**config.mk**
```make
export PLATFORM = sky130hd
export DESIGN_NAME = cell_policing_action_unit
export DESIGN_NICKNAME = d
export VERILOG_FILES = /design/src/inc/cell_police_pkg.sv /design/src/design/cell_policing_action_unit.sv /design/src/design/cell_skid_buffer.sv
export SDC_FILE = /design/constraint.sdc
export NUM_CORES = 1
export LEC_CHECK = 0
export BUFFER_PORTS_ARGS = -buffer_cell sky130_fd_sc_hd__buf_4
export CAP_MARGIN = 20
export CORE_ASPECT_RATIO = 0.9
export CORE_MARGIN = 10
export CORE_UTILIZATION = 40
export CTS_BUF_LIST = sky130_fd_sc_hd__clkbuf_8
export DETAILED_ROUTE_END_ITERATION = 10
export PLACE_DENSITY = 0.64
export SYNTH_ARGS = -nofsm -noshare
export SYNTH_HDL_FRONTEND = slang
export SYNTH_SLANG_ARGS = --single-unit
```
**constraint.sdc**
```tcl
create_clock -name clk_in -period 2.3 [get_ports clk_in]
set_input_delay 0.115 -clock clk_in [delete_from_list [all_inputs] [get_ports clk_in]]
set_output_delay 0.115 -clock clk_in [all_outputs]
set_load 0.005 [all_outputs]
```
**src/inc/cell_police_pkg.sv**
```systemverilog
// Shared constants and types for the cell policing stage
package cell_police_pkg;
  // Cell header and connection table geometry
  localparam int unsigned CELL_W = 424;
  localparam int unsigned CONN_W = 4;
  localparam int unsigned CONN_N = 16;
  localparam int unsigned VPI_W = 8;
  localparam int unsigned VCI_W = 16;
  // Header field positions within the 32-bit header word (GFC/VPI/VCI/PT/CLP)
  localparam int unsigned HDR_W = 32;
  localparam int unsigned CLP_POS = 0;
  localparam int unsigned PT_LSB = 1;
  localparam int unsigned EFCI_POS = 2;
  localparam int unsigned EOF_POS = 1;
  localparam int unsigned USER_POS = 3;
  localparam int unsigned VCI_LSB = 4;
  localparam int unsigned VPI_LSB = 20;
  // Fixed decision latency in cycles, verdict to output buffer
  localparam int unsigned DECIDE_LAT = 2;
  // Reset value of the per-connection frame and non-compliance flags
  localparam logic [CONN_N-1:0] CFG_RST = 16'h0000;

  // Action taken on a cell
  typedef enum logic [1:0] {
    ACT_PASS = 2'b00,
    ACT_TAG = 2'b01,
    ACT_DROP = 2'b10
  } action_t;
endpackage : cell_police_pkg

```
**src/design/cell_policing_action_unit.sv**
```systemverilog
// Per-connection cell policing, tagging, selective discard and congestion marking
`timescale 1ns/100ps
module cell_policing_action_unit (
  input wire logic clk_in,
  input wire logic resetn_in,
  // Arriving cell header with conformance verdicts
  input wire logic cell_valid_in,
  output logic cell_ready_out,
  input wire logic [cell_police_pkg::HDR_W-1:0] cell_hdr_in,
  input wire logic [cell_police_pkg::CONN_W-1:0] cell_conn_in,
  input wire logic cell_oam_in,
  input wire logic cell_eof_in,
  input wire logic clp0_ok_in,
  input wire logic agg_ok_in,
  input wire logic frame_ok_in,
  input wire logic conn_active_in,
  // Per-connection configuration
  input wire logic [cell_police_pkg::CONN_N-1:0] enforce_en_in,
  input wire logic [cell_police_pkg::CONN_N-1:0] tag_req_in,
  input wire logic [cell_police_pkg::CONN_N-1:0] clp1_resv_in,
  input wire logic [cell_police_pkg::CONN_N-1:0] gfr_tag_in,
  input wire logic [cell_police_pkg::CONN_N-1:0] release_en_in,
  input wire logic net_tag_support_in,
  input wire logic oam_separate_in,
  // Congestion state and selective discard configuration
  input wire logic congested_in,
  input wire logic near_capacity_in,
  input wire logic efci_mark_en_in,
  input wire logic sd_noncompliant_en_in,
  input wire logic sd_clp1_en_in,
  // Departing cell toward the switch
  output logic out_valid_out,
  input wire logic out_ready_in,
  output logic [cell_police_pkg::HDR_W-1:0] out_hdr_out,
  output logic [cell_police_pkg::CONN_W-1:0] out_conn_out,
  // Events
  output logic release_req_out,
  output logic [cell_police_pkg::CONN_W-1:0] release_conn_out,
  output logic drop_pulse_out,
  output logic tag_pulse_out,
  output logic [cell_police_pkg::CONN_N-1:0] noncompliant_out
);
  localparam int unsigned HW = cell_police_pkg::HDR_W;
  localparam int unsigned CW = cell_police_pkg::CONN_W;
  localparam int unsigned BW = HW + CW;

  ////////////////////////////////////////////////////////////////////////////
  // Stage 1: capture cell and verdicts
  logic s1_valid, next_s1_valid;
  logic [HW-1:0] s1_hdr, next_s1_hdr;
  logic [CW-1:0] s1_conn, next_s1_conn;
  logic s1_oam, s1_eof, s1_clp0_ok, s1_agg_ok, s1_frame_ok, s1_active;
  logic next_s1_oam, next_s1_eof, next_s1_clp0_ok, next_s1_agg_ok;
  logic next_s1_frame_ok, next_s1_active;
  logic advance;
  logic buf_in_ready;

  // Pipeline stalls as a whole when the buffer cannot take a cell
  assign advance = buf_in_ready;
  assign cell_ready_out = advance;

  // Capture on accept, the three verdicts taken with the cell
  always_comb begin
    next_s1_valid = s1_valid;
    next_s1_hdr = s1_hdr;
    next_s1_conn = s1_conn;
    next_s1_oam = s1_oam;
    next_s1_eof = s1_eof;
    next_s1_clp0_ok = s1_clp0_ok;
    next_s1_agg_ok = s1_agg_ok;
    next_s1_frame_ok = s1_frame_ok;
    next_s1_active = s1_active;
    if (advance) begin
      next_s1_valid = cell_valid_in;
      next_s1_hdr = cell_hdr_in;
      next_s1_conn = cell_conn_in;
      next_s1_oam = cell_oam_in;
      next_s1_eof = cell_eof_in;
      next_s1_clp0_ok = clp0_ok_in;
      next_s1_agg_ok = agg_ok_in;
      next_s1_frame_ok = frame_ok_in;
      next_s1_active = conn_active_in;
    end
  end

  always_ff @(posedge clk_in or negedge resetn_in) begin
    if (!resetn_in) begin
      s1_valid <= 1'b0;
      s1_hdr <= '0;
      s1_conn <= '0;
      s1_oam <= 1'b0;
      s1_eof <= 1'b0;
      s1_clp0_ok <= 1'b0;
      s1_agg_ok <= 1'b0;
      s1_frame_ok <= 1'b0;
      s1_active <= 1'b0;
    end else begin
      s1_valid <= next_s1_valid;
      s1_hdr <= next_s1_hdr;
      s1_conn <= next_s1_conn;
      s1_oam <= next_s1_oam;
      s1_eof <= next_s1_eof;
      s1_clp0_ok <= next_s1_clp0_ok;
      s1_agg_ok <= next_s1_agg_ok;
      s1_frame_ok <= next_s1_frame_ok;
      s1_active <= next_s1_active;
    end
  end

  ////////////////////////////////////////////////////////////////////////////
  // Per-connection frame state: frame marked ineligible until its last cell
  logic [cell_police_pkg::CONN_N-1:0] frame_bad, next_frame_bad;
  logic [cell_police_pkg::CONN_N-1:0] nc_flag, next_nc_flag;

  // Decision terms
  logic en_c, tag_c, gfr_c, clp_in, policed, clp0_fail, agg_fail, in_bad_frame;
  logic tag_ok, noncompliant;
  cell_police_pkg::action_t act;
  logic [HW-1:0] new_hdr;
  logic next_release, next_drop, next_tag;
  logic [CW-1:0] next_release_conn;

  always_comb begin
    en_c = enforce_en_in[s1_conn];
    // Tagging effective only with network support and CLP1 resources
    tag_c = tag_req_in[s1_conn] && net_tag_support_in && clp1_resv_in[s1_conn];
    gfr_c = gfr_tag_in[s1_conn] && tag_c;
    clp_in = s1_hdr[cell_police_pkg::CLP_POS];
    // Maintenance cells bypass policing when policed as a separate flow
    policed = en_c && !(s1_oam && oam_separate_in);
    clp0_fail = !clp_in && !s1_clp0_ok;
    agg_fail = !s1_agg_ok;
    in_bad_frame = frame_bad[s1_conn] || !s1_frame_ok;
    tag_ok = tag_c && !clp_in;
    noncompliant = 1'b0;
    new_hdr = s1_hdr;
    act = cell_police_pkg::ACT_PASS;
    if (!s1_active) begin
      act = cell_police_pkg::ACT_DROP;
    end else if (policed && agg_fail) begin
      act = cell_police_pkg::ACT_DROP;
      noncompliant = 1'b1;
    end else if (policed && clp0_fail) begin
      noncompliant = 1'b1;
      if (tag_ok) begin
        act = cell_police_pkg::ACT_TAG;
      end else begin
        act = cell_police_pkg::ACT_DROP;
      end
    end else if (policed && gfr_c && in_bad_frame && !clp_in && !s1_oam) begin
      act = cell_police_pkg::ACT_TAG;
    end
    // Selective discard while congested
    if (s1_active && congested_in && act != cell_police_pkg::ACT_DROP) begin
      if ((sd_noncompliant_en_in && (nc_flag[s1_conn] || noncompliant)) ||
          (sd_clp1_en_in && (clp_in || act == cell_police_pkg::ACT_TAG))) begin
        act = cell_police_pkg::ACT_DROP;
      end
    end
    if (act == cell_police_pkg::ACT_TAG) begin
      new_hdr[cell_police_pkg::CLP_POS] = 1'b1;
    end
    // Forward congestion mark on user data cells only
    if ((congested_in || near_capacity_in) && efci_mark_en_in &&
        !s1_hdr[cell_police_pkg::USER_POS]) begin
      new_hdr[cell_police_pkg::EFCI_POS] = 1'b1;
    end // otherwise header bit kept as received
    // Frame state and flags update only when the cell moves on
    next_frame_bad = frame_bad;
    next_nc_flag = nc_flag;
    next_release = 1'b0;
    next_drop = 1'b0;
    next_tag = 1'b0;
    next_release_conn = release_conn_out;
    if (advance && s1_valid && s1_active) begin
      next_frame_bad[s1_conn] = in_bad_frame && !s1_eof;
      if (noncompliant) begin
        next_nc_flag[s1_conn] = 1'b1;
        if (release_en_in[s1_conn] && !nc_flag[s1_conn]) begin
          next_release = 1'b1;
          next_release_conn = s1_conn;
        end
      end
    end
    if (advance && s1_valid) begin
      next_drop = (act == cell_police_pkg::ACT_DROP);
      next_tag = (act == cell_police_pkg::ACT_TAG);
    end
  end

  always_ff @(posedge clk_in or negedge resetn_in) begin
    if (!resetn_in) begin
      frame_bad <= cell_police_pkg::CFG_RST;
      nc_flag <= cell_police_pkg::CFG_RST;
      release_req_out <= 1'b0;
      release_conn_out <= '0;
      drop_pulse_out <= 1'b0;
      tag_pulse_out <= 1'b0;
    end else begin
      frame_bad <= next_frame_bad;
      nc_flag <= next_nc_flag;
      release_req_out <= next_release;
      release_conn_out <= next_release_conn;
      drop_pulse_out <= next_drop;
      tag_pulse_out <= next_tag;
    end
  end

  assign noncompliant_out = nc_flag;

  ////////////////////////////////////////////////////////////////////////////
  // Stage 2: decided cell into the in-order buffer, fixed two stages
  logic s2_valid, next_s2_valid;
  logic [BW-1:0] s2_data, next_s2_data;

  always_comb begin
    next_s2_valid = s2_valid;
    next_s2_data = s2_data;
    if (advance) begin
      next_s2_valid = s1_valid && (act != cell_police_pkg::ACT_DROP);
      next_s2_data = {s1_conn, new_hdr};
    end
  end

  always_ff @(posedge clk_in or negedge resetn_in) begin
    if (!resetn_in) begin
      s2_valid <= 1'b0;
      s2_data <= '0;
    end else begin
      s2_valid <= next_s2_valid;
      s2_data <= next_s2_data;
    end
  end

  // Single FIFO keeps arrival order across all connections
  logic [BW-1:0] buf_out;
  cell_skid_buffer #(
    .WIDTH(BW)
  ) u_buf (
    .clk_in(clk_in),
    .resetn_in(resetn_in),
    .in_valid_in(s2_valid && advance),
    .in_ready_out(buf_in_ready),
    .in_data_in(s2_data),
    .out_valid_out(out_valid_out),
    .out_ready_in(out_ready_in),
    .out_data_out(buf_out)
  );

  assign out_hdr_out = buf_out[HW-1:0];
  assign out_conn_out = buf_out[BW-1:HW];
endmodule : cell_policing_action_unit

```
**src/design/cell_skid_buffer.sv**
```systemverilog
// Two-entry in-order buffer with valid and ready on both sides
`timescale 1ns/100ps
module cell_skid_buffer #(
  parameter int unsigned WIDTH = 32
) (
  input wire logic clk_in,
  input wire logic resetn_in,
  input wire logic in_valid_in,
  output logic in_ready_out,
  input wire logic [WIDTH-1:0] in_data_in,
  output logic out_valid_out,
  input wire logic out_ready_in,
  output logic [WIDTH-1:0] out_data_out
);
  logic [WIDTH-1:0] mem [2];
  logic [WIDTH-1:0] next_mem [2];
  logic rd_ptr, wr_ptr, next_rd_ptr, next_wr_ptr;
  logic [1:0] count, next_count;
  logic push, pop;

  ////////////////////////////////////////////////////////////////////////////
  // Handshakes and next state
  always_comb begin
    in_ready_out = (count != 2'd2);
    out_valid_out = (count != 2'd0);
    push = in_valid_in && in_ready_out;
    pop = out_valid_out && out_ready_in;
    next_mem = mem;
    next_wr_ptr = wr_ptr;
    next_rd_ptr = rd_ptr;
    if (push) begin
      next_mem[wr_ptr] = in_data_in;
      next_wr_ptr = ~wr_ptr;
    end
    if (pop) begin
      next_rd_ptr = ~rd_ptr;
    end
    next_count = count + 2'(push) - 2'(pop);
  end

  // Registers
  always_ff @(posedge clk_in or negedge resetn_in) begin
    if (!resetn_in) begin
      mem[0] <= '0;
      mem[1] <= '0;
      rd_ptr <= 1'b0;
      wr_ptr <= 1'b0;
      count <= 2'd0;
    end else begin
      mem <= next_mem;
      rd_ptr <= next_rd_ptr;
      wr_ptr <= next_wr_ptr;
      count <= next_count;
    end
  end

  // Output data from the head flip-flop entry
  assign out_data_out = mem[rd_ptr];
endmodule : cell_skid_buffer

```
==> impl_metrics.csv, run 1 <==
group,metric,value,unit
global_route,use_met1,20.1,%
sta,fmax,0.404,GHz
clock_tree,h-tree-depth,4,
outcome,violations,"setup timing",
detailed_routing,drc,0,
floorplan,die_y,161,um
outcome,outcome,"finished, violations left",
global_route,antenna_found_initial,0,
detailed_routing,totalWireLength,24.6,mm
yosys,ys_seq_elements,195,
cells_and_area,mostFrequentLayoutCell,"buf_4",
critical_path,path_class,"flip-flop to flip-flop",
critical_path,crit_path_max_fanout,5,
yosys,syn_area,0.00887,mm^2
floorplan,die_x,177,um
job,cap_violations,0,
floorplan,rows,51,
cells_and_area,fin_util,56.1,%
detailed_routing,ant_nets,0,
cells_and_area,num-fill-cells,1793,
yosys,ys_warn_count,0,
global_route,grt_usage,17.1,%
global_route,grt_use_met2,30.3,%
place,port_buffers,193,
sta,skew,0.0154,ns
yosys,yosysUniqueCellTypes,48,
place,place.gp.congestion,0.839,
sta,setup_ws,-0.177,ns
yosys,async_reset_ff_share,100,%
pwr,worst_ir_drop_vdd,0.000695,V
global_route,use_met3,3.61,%
critical_path,worstPathRequired,2.66,ns
cells_and_area,diodes,0,
sta,fin_setup_tns,-2.21,ns
critical_path,critPathCaptureType,"flip-flop",
clock_tree,clkSinkCount,195,
clock_tree,path_clk_slew,0.11,ns
min_path,hold_class,"primary input to flip-flop",
sta,finalSetupViolCount,38,
sta,hold_ws,0.0523,ns
floorplan,die-area,0.0285,mm^2
detailed_routing,firstDrtPassIters,4,
pwr,power.density,1290,mW/mm^2
global_route,grt_max_degree,80,
global_route,busiest_layer,"met2",
sta,post-route-period-util,108,%
clock_tree,cts_buffer_depth,2,
cells_and_area,drive_gt1_share,59.1,%
critical_path,cp-start-kind,"flip-flop",
sta,tightest_slew,0.461,ns
yosys,synth_ff_type,"dfrtp_1",
global_route,grt_pass1_vias,7024,
detailed_routing,dr.first_iter.drc_count,318,
clock_tree,clk_latency,0.47,ns
cells_and_area,fin_nets,1032,
yosys,avgSynthCellArea,14.5,um^2
sta,hold_violations,0,
clock_tree,clock-root-buffer,"clkbuf_8",
yosys,netlist_instances,610,
pwr,p_leak,5.63,nW
global_route,grt.overflow.total,0,
detailed_routing,via_per_inst,5.09,
floorplan,initial_core_util,40.9,%
critical_path,arrival,2.83,ns
global_route,grt_pass1_wl,38.4,mm
sta,period_needed,2.48,ns
sta,rsz0062_at_grt,"yes",
sta,max_slew_margin,68.9,%
yosys,synth_nets,745,
clock_tree,cts_tree,"done",
detailed_routing,wl_per_cell,20.5,um
sta,slew_violations,0,
floorplan,coreArea,0.0217,mm^2
yosys,seq_area_frac_synth,55.0,%
yosys,synth_edf_count,0,
floorplan,ios,194,
cells_and_area,layout_common_cells,"236 x buf_4, 198 x mux2_2, 192 x dfrtp_1, 47 x dlygate4sd3_1, 26 x nand2_1",
cells_and_area,areaGrowthSynthToFinish,37.2,%
place,dpl.hpwl,17.8,mm
clock_tree,cts_inserted_buffers,17,
detailed_routing,num_vias,6117,
metal layers:
metal | vias to the layer above | wire, um
li1 | 2808 | -
met1 | 3169 | 10200
met2 | 108 | 13100
met3 | 32 | 886
met4 | 0 | 444
met5 | - | 0
path summary, 6_finish.rpt:
check	depth (start not counted)	slack [ns]	from	end
worst max-delay path	8	-0.18	s1_conn[1]$_DFFE_PN0N_	release_conn_out[2]$_DFFE_PN0P_
min in group asynchronous	2	0.16	resetn_in	s1_hdr[2]$_DFFE_PN0N_
worst min register to register	1	0.50	s1_hdr[20]$_DFFE_PN0N_	s2_data[20]$_DFFE_PN0N_
worst min-delay path	4	0.05	efci_mark_en_in	s2_data[2]$_DFFE_PN0N_
max in group asynchronous	3	1.33	resetn_in	s1_conn[0]$_DFFE_PN0N_
worst max register to register	8	-0.18	s1_conn[1]$_DFFE_PN0N_	release_conn_out[2]$_DFFE_PN0P_
through the flow:
| stage | total power, W | setup WS (ns) | instance area, um^2 | std cells |
|---|---|---|---|---|
| after floorplan | 0.0100 | 0.0100 | 8880 | 610 |
| after global placement | 0.0128 | -0.209 | 11000 | 1111 |
| after detailed placement | 0.0132 | -0.267 | 11000 | 1111 |
| after CTS | 0.0155 | -0.134 | 11900 | 1192 |
| after global routing | 0.0168 | -0.236 | 12200 | 1201 |
| final | 0.0157 | -0.177 | 12200 | 1201 |
cell families after synthesis:
| kind of cell | Yosys count | synth area share (%) |
|---|---|---|
| DFF | 195 | 55.0 |
| and+or+nand+nor | 72 | 3.88 |
| adders and majority gates | 2 | 0.282 |
| xor gates and xnor gates | 4 | 0.395 |
| muxes | 237 | 33.2 |
| AOI/OAI and AO/OA | 56 | 4.71 |
| buffers and inverters | 44 | 2.47 |
power breakdown:
group          switching [W]  internal [W]
Clock                0.00128      0.000782
Sequential          0.000967       0.00499
Combinational        0.00312       0.00457
Total                0.00537        0.0103
worst max-delay path, cell delays in order, from the launching register on:
cell,delay (ns)
dfrtp_2,0.49
buf_12,0.15
clkbuf_16,0.15
mux4_2,0.29
a22o_1,0.26
a221oi_4,0.26
nor4bb_4,0.28
buf_6,0.18
mux2_4,0.30
registers in the layout, indices dropped and copies added, names as in the netlist, 2 cells and up:
name and flops:
s2_data 36, u_buf.count 2, u_buf.mem 72, s1_hdr 32, noncompliant_out 16, frame_bad 16, release_conn_out 4, s1_conn 4
cells in the mapped netlist (2+ instances only):
library cell | number | share of area, %
ha_1 | 2 | 0.28
nor3b_1 | 2 | 0.17
mux2_2 | 204 | 26
nand2_1 | 29 | 1.2
clkbuf_1 | 25 | 1.1
nand4_1 | 2 | 0.14
nand3_1 | 8 | 0.45
o21ai_0 | 8 | 0.45
and2_1 | 3 | 0.21
a211oi_1 | 4 | 0.34
nor2b_1 | 6 | 0.42
o22a_1 | 2 | 0.20
xnor2_1 | 3 | 0.30
a21oi_1 | 4 | 0.23
a22o_1 | 3 | 0.30
inv_1 | 9 | 0.38
o211ai_1 | 2 | 0.17
nor2_1 | 12 | 0.51
dfrtp_1 | 195 | 55
nor3_1 | 4 | 0.23
a31oi_1 | 2 | 0.14
mux4_2 | 14 | 3.6
mux2i_1 | 10 | 1.1
buf_2 | 5 | 0.28
a2bb2oi_1 | 2 | 0.20
a21o_1 | 12 | 1.0
buf_12 | 2 | 0.45
a22oi_1 | 3 | 0.25
buf_4 | 2 | 0.17
mux4_1 | 9 | 2.7
o21bai_1 | 5 | 0.42
what timing repair did:
item / 4_1_cts / 5_1_grt
hold buffers: 47 / 0
gates cloned: 0 / 4
endpoints found under the hold margin: 100 / 0
gates resized for setup: 12 / 35
pin swaps: 1 / 10
setup endpoints to repair: 29 / 38
setup buffers: 2 / 5
layout make-up:
type                            count  area (um^2)  area share (%)
Clock buffer                       17          234            1.92
Clock inverter                     15          126            1.04
Inverter                            9         33.8           0.278
Multi-Input combinational cell    371         3930            32.3
Sequential cell                   195         4880            40.1
Tap cell                          291          364            2.99
Timing Repair Buffer              303         2600            21.3
Power figures use the tool's default switching activity.
==> run 2: changes to the inputs <==
- PLACE_DENSITY: 0.64 -> 0.62
- clock period: 2.3 -> 2.82 ns (I/O delays scaled with it)
==> run 2 against run 1 <==
Critical endpoint unchanged; sequential cell count did not move; final cell count fell by 3.6%; sequential share of layout area rose by 1.8 points; count of clock-buffer cells in the layout rose by 2; the run now ends clean; critical path depth did not move; wire length fell by 6.2%; critical path type unchanged.
==> impl_metrics.csv, run 2 (synthesis results as in run 1) <==
group,metric,value,unit
pwr,power.density,1050,mW/mm^2
global_route,grt.overflow.total,0,
critical_path,crit_path_frequent_cell,"buf_4",
floorplan,coreArea,0.0217,mm^2
min_path,hold_class,"primary input to flip-flop",
pwr,p_total,0.0122,W
cells_and_area,reg_top3,"u_buf.mem (72), s2_data (36), s1_hdr (32)",
global_route,use_met1,19.5,%
clock_tree,cts_inserted_buffers,17,
detailed_routing,dr.first_iter.drc_count,330,
critical_path,r2r_start,"s1_conn[0]$_DFFE_PN0N_",
sta,skew,0.0209,ns
global_route,antenna_found_initial,0,
critical_path,r2r_end,"release_conn_out[2]$_DFFE_PN0P_",
critical_path,critPathCaptureType,"flip-flop",
critical_path,reg2reg_slack,0.16,ns
sta,slew_violations,0,
clock_tree,h-tree-depth,4,
place,dpl.hpwl,17.0,mm
floorplan,initial_core_util,40.9,%
floorplan,ios,194,
place,place.gp.congestion,0.847,
floorplan,die_y,161,um
global_route,grt_use_met2,28.4,%
critical_path,critPathBufInv,2,
global_route,busiest_layer,"met2",
sta,max_slew_margin,41.2,%
critical_path,slowest_delay,0.50,ns
cells_and_area,mostFrequentLayoutCell,"buf_4",
job,cap_violations,0,
clock_tree,path_clk_slew,0.10,ns
global_route,use_met3,3.96,%
clock_tree,clock-root-buffer,"clkbuf_8",
cells_and_area,areaGrowthSynthToFinish,31.3,%
sta,finalSetupViolCount,0,
clock_tree,cts_tree,"done",
place,port_buffers,193,
sta,rsz0062_at_grt,"no",
global_route,grt_max_degree,86,
cells_and_area,fin_nets,989,
global_route,grt_pass1_wl,36.4,mm
detailed_routing,via_per_inst,5.16,
clock_tree,clkSinkCount,195,
detailed_routing,drc,0,
critical_path,crit_path_max_fanout,9,
global_route,grt_pass1_vias,6632,
critical_path,crit_cells,8,
critical_path,critPathTopFamily,"simple AND/OR/NAND/NOR gates",
floorplan,die_x,177,um
sta,post-route-period-util,94.2,%
detailed_routing,ant_nets,0,
clock_tree,clk_latency,0.46,ns
pwr,worst_ir_drop_vdd,0.000434,V
critical_path,crit_end,"release_conn_out[2]$_DFFE_PN0P_",
detailed_routing,totalWireLength,23.1,mm
sta,hold_ws,0.0391,ns
critical_path,cp_slowest_cell,"dfrtp_2",
detailed_routing,wl_per_cell,20.0,um
pwr,p_leak,5.35,nW
cells_and_area,layout_common_cells,"208 x buf_4, 204 x mux2_2, 193 x dfrtp_1, 46 x dlygate4sd3_1, 27 x nand2_1",
floorplan,rows,51,
critical_path,crit_start,"s1_conn[0]$_DFFE_PN0N_",
critical_path,arrival,3.00,ns
clock_tree,cts_setup_buffers,0,
global_route,grt_usage,16.2,%
cells_and_area,diodes,0,
cells_and_area,largest_reg_flops,72,
clock_tree,cts_buffer_depth,2,
floorplan,die-area,0.0285,mm^2
outcome,outcome,"finished clean",
sta,period_needed,2.66,ns
sta,fmax,0.377,GHz
sta,hold_violations,0,
critical_path,path_class,"flip-flop to flip-flop",
critical_path,worstPathCellList,"buf_4, nor2b_1, a211oi_1, a22o_1, nand2_1, nor4bb_1, buf_4, mux2_2",
sta,tightest_slew,0.878,ns
cells_and_area,regMostFlops,"u_buf.mem",
detailed_routing,firstDrtPassIters,5,
cells_and_area,drive_gt1_share,54.9,%
critical_path,cp-start-kind,"flip-flop",
critical_path,worstPathRequired,3.17,ns
critical_path,reg2reg_depth,8,
detailed_routing,num_vias,5971,
==> run 2: changes by cell type in the layout (fill, tap and decap cells not counted), moves of 3 or more <==
cell,change
buf_6,-5
a211oi_2,-3
mux2_2,+6
clkinv_4,-4
buf_4,-28
mux2_4,-6
mux4_2,-4
bufinv_16,+3
mux4_1,+4
o21ai_0,+3
buf_12,-6
inv_8,-3
a211oi_1,+3
==> run 2: repair_timing <==
item / in CTS / in global routing
gates resized for setup: 1 / 1
hold endpoints to repair: 128 / 0
hold buffers: 46 / 0
endpoints found under the setup margin: 4 / 2
==> run 2: worst reg2reg max path, cell delays in order (launching register included) <==
cell      delay [ns]
dfrtp_2         0.50
buf_4           0.21
nor2b_1         0.19
a211oi_1        0.37
a22o_1          0.27
nand2_1         0.12
nor4bb_1        0.34
buf_4           0.22
mux2_2          0.34
==> run 2: worst min path at each step <==
| stage | start | end | cells after the start |
|---|---|---|---|
| after CTS | out_ready_in | u_buf.rd_ptr$_DFFE_PN0P_ | 3 |
| after floorplan | resetn_in | drop_pulse_out$_DFF_PN0_ | 0 |
| after global placement | resetn_in | s1_oam$_DFFE_PN0N_ | 1 |
| final | out_ready_in | u_buf.rd_ptr$_DFFE_PN0P_ | 3 |
| after detailed placement | resetn_in | s1_oam$_DFFE_PN0N_ | 1 |
| after global routing | out_ready_in | u_buf.rd_ptr$_DFFE_PN0P_ | 3 |
==> run 2: layer usage <==
layer | share of wire [%] | vias to the layer above
met5 | 0 | -
met4 | 1.0 | 0
met3 | 4.0 | 14
met2 | 53 | 110
met1 | 42 | 3121
li1 | - | 2726
==> run 2: final cells by class <==
type / instances / area (um^2)
Clock buffer: 19 / 262
Clock inverter: 13 / 170
Fill cell: 1875 / 10100
Inverter: 9 / 33.8
Multi-Input combinational cell: 371 / 3790
Sequential cell: 195 / 4880
Tap cell: 291 / 364
Timing Repair Buffer: 260 / 2140
==> run 2: power by group <==
group          switching (W)  internal (W)
clock network        0.00101      0.000941
logic                0.00223       0.00313
registers           0.000798       0.00407
==> run 2: stage by stage <==
stage                     cell area (um^2)   TNS, ns  cells  util (%)  setup slack (ns)
final                                11600         0   1158      53.7             0.165
after global placement               10700         0   1080      49.5            0.0214
after floorplan                       8870         0    610         -             0.420
after global routing                 11600         0   1158      53.7            0.0417
after CTS                            11600         0   1158      53.6             0.110
after detailed placement             10700  -0.00225   1080      49.5          -0.00225
==> run 3: changes to the inputs <==
- ABC_AREA: default -> 1
==> run 3 against run 2 <==
Global-route usage is 2.0 points higher; clock power is 3% lower; sequential cell count stayed put; synthesized area is 0.97% higher; wire length is 12% higher; combinational power is 3% higher; utilization is 0.29 points lower; die area is 0.86% higher; maximum frequency is 7.0% higher; largest power group unchanged; highest routed layer unchanged.
==> impl_metrics.csv, run 3 <==
group,metric,value,unit
critical_path,reg2reg_depth,10,
critical_path,critPathCaptureType,"flip-flop",
pwr,p_leak,6.17,nW
critical_path,arrival,2.81,ns
cells_and_area,multi_input_area,0.00336,mm^2
cells_and_area,drive_gt1_share,19.1,%
floorplan,coreArea,0.0218,mm^2
floorplan,rows,51,
global_route,grt_usage,18.1,%
yosys,ys_top_cells_by_area,"dfrtp_1 54%, nand2_1 19%, o21ai_0 9.8%",
cells_and_area,ff_latch_area,0.00488,mm^2
yosys,seq_area_frac_synth,54.5,%
sta,finalSetupViolCount,0,
sta,tightest_slew,0.808,ns
job,cap_violations,0,
min_path,hold_depth,6,
place,dpl.cell_count,1608,
cells_and_area,regMostFlops,"u_buf.mem",
critical_path,cp-start-kind,"flip-flop",
clock_tree,cts_buffer_depth,2,
place,dpl.hpwl,18.5,mm
sta,max_slew_margin,46.1,%
outcome,outcome,"finished clean",
floorplan,die_y,162,um
global_route,antenna_found_initial,0,
detailed_routing,num_vias,7990,
global_route,grt_max_degree,91,
clock_tree,path_clk_slew,0.10,ns
yosys,ys_seq_elements,195,
sta,period_needed,2.48,ns
clock_tree,clkSinkCount,195,
sta,fin_setup_tns,0,ns
yosys,synth_top_cell_by_area,"dfrtp_1",
floorplan,die_x,178,um
cells_and_area,largest_reg_flops,72,
detailed_routing,via_per_inst,4.74,
clock_tree,cts_inserted_buffers,17,
clock_tree,cts_tree,"done",
sta,skew,0.0226,ns
clock_tree,clock-root-buffer,"clkbuf_8",
yosys,async_reset_ff_share,100,%
yosys,synth_ff_type,"dfrtp_1",
floorplan,ios,194,
sta,fmax,0.403,GHz
detailed_routing,wl_per_cell,15.3,um
yosys,syn_area,0.00896,mm^2
detailed_routing,drc,0,
yosys,avgSynthCellArea,7.73,um^2
critical_path,path_class,"flip-flop to flip-flop",
detailed_routing,totalWireLength,25.9,mm
yosys,yosys-top-cells-count,"463 x nand2_1, 195 x dfrtp_1, 175 x o21ai_0",
yosys,netlist_instances,1158,
detailed_routing,ant_nets,0,
cells_and_area,num-fill-cells,2110,
critical_path,crit_path_max_fanout,11,
sta,rsz0062_at_grt,"no",
cells_and_area,diodes,0,
place,place.gp.congestion,0.886,
floorplan,initial_core_util,41.0,%
floorplan,die-area,0.0288,mm^2
place,port_buffers,193,
sta,slew_violations,0,
yosys,synth_nets,1293,
cells_and_area,reg_top3,"u_buf.mem (72), s2_data (36), s1_hdr (32)",
clock_tree,h-tree-depth,4,
yosys,yosysUniqueCellTypes,30,
critical_path,worstPathRequired,3.15,ns
cells_and_area,final_cells,1687,
detailed_routing,dr.first_iter.drc_count,705,
sta,post-route-period-util,88.0,%
cells_and_area,fin_nets,1518,
cells_and_area,areaGrowthSynthToFinish,30.1,%
global_route,grt_pass1_wl,42.1,mm
clock_tree,clk_latency,0.47,ns
cells_and_area,layout_common_cells,"462 x nand2_1, 211 x buf_4, 193 x dfrtp_1, 175 x o21ai_0, 117 x inv_1",
yosys,synth_most_common_cell,"nand2_1",
pwr,worst_ir_drop_vdd,0.000572,V
global_route,grt.overflow.total,0,
cells_and_area,mostFrequentLayoutCell,"nand2_1",
pwr,power.density,1040,mW/mm^2
sta,hold_violations,0,
global_route,grt_pass1_vias,7908,
yosys,synth_edf_count,0,
detailed_routing,firstDrtPassIters,5,
min_path,hold_class,"primary input to flip-flop",
yosys,synthDominantCellAreaShare,54.5,%
yosys,ys_warn_count,0,
## run 3: logic make-up (layout without fill, tap and decap cells)
group | after synthesis | count (layout) | synth area share (%)
adders and majority gates | 2 | 2 | 0.279
AOI/OAI and AO/OA | 224 | 224 | 13.1
buffers and inverters | 179 | 417 | 8.06
and+or+nand+nor | 555 | 555 | 23.7
xor gates and xnor gates | 3 | 3 | 0.293
DFF | 195 | 195 | 54.5
## run 3: final timing paths
| kind | startpoint | to | slack [ns] |
|---|---|---|---|
| worst min-delay path | sd_clp1_en_in | s2_data[0]$_DFFE_PN0N_ | 0.12 |
| min in group asynchronous | resetn_in | s1_hdr[7]$_DFFE_PN0N_ | 0.29 |
| worst min register to register | u_buf.mem[0]$_DFFE_PN0P_ | u_buf.mem[0]$_DFFE_PN0P_ | 0.49 |
| worst max-delay path | s1_conn[1]$_DFFE_PN0N_ | release_conn_out[0]$_DFFE_PN0P_ | 0.34 |
| max in group asynchronous | resetn_in | s1_active$_DFFE_PN0N_ | 1.73 |
| worst max register to register | s1_conn[1]$_DFFE_PN0N_ | release_conn_out[0]$_DFFE_PN0P_ | 0.34 |
## run 3: area by class of cell
class	instances	area share [%]
clock buffers	18	2.13
clock inverters	14	1.47
inverters	121	3.90
multi-input cells	784	28.9
flip-flops and latches	195	41.9
well taps	291	3.13
repair buffers	264	18.6
## run 3: where the power goes
group	internal [W]	switching (W)
Combinational	0.00214	0.00337
Sequential	0.00407	0.000654
Clock	0.000844	0.00106
## run 3: per-stage QoR
| step | power [W] | utilization (%) | area [um^2] | setup slack, ns | hold WS, ns |
|---|---|---|---|---|---|
| 6_report | 0.0121 | 53.4 | 11600 | 0.337 | 0.125 |
| 5_1_grt | 0.0133 | 53.4 | 11600 | 0.0609 | 0.104 |
| 4_1_cts | 0.0122 | 53.2 | 11600 | 0.168 | 0.0863 |
| 3_5_place_dp | 0.0102 | 49.2 | 10700 | 0.179 | 0.267 |
| 3_3_place_gp | 0.0101 | 49.2 | 10700 | 0.220 | 0.265 |
| 2_1_floorplan | 0.00800 | - | 8960 | 0.810 | -0.155 |
## run 3: what timing repair did
action	CTS	global route
setup endpoints to repair	0	8
buffers inserted	0	1
hold endpoints to repair	134	0
gates resized for setup	0	4
hold buffers	46	0
## run 3: routing by layer
metal  global-route usage (%)  wire (um)  up-vias
met2                     28.8      12100      192
met5                        0          0        -
li1                         -          -     4037
met4                     4.35        363        0
met1                     24.8      12100     3738
met3                     3.76       1230       23
## run 3: worst max-delay path, stage by stage (launching register included)
cell and delay, ns:
dfrtp_2 0.48, inv_2 0.15, nand2_1 0.10, inv_1 0.30, a22oi_1 0.12, a21boi_0 0.22, nor4_1 0.07, or2_2 0.28
or2_0 0.42, nand2_1 0.16, o21ai_2 0.06
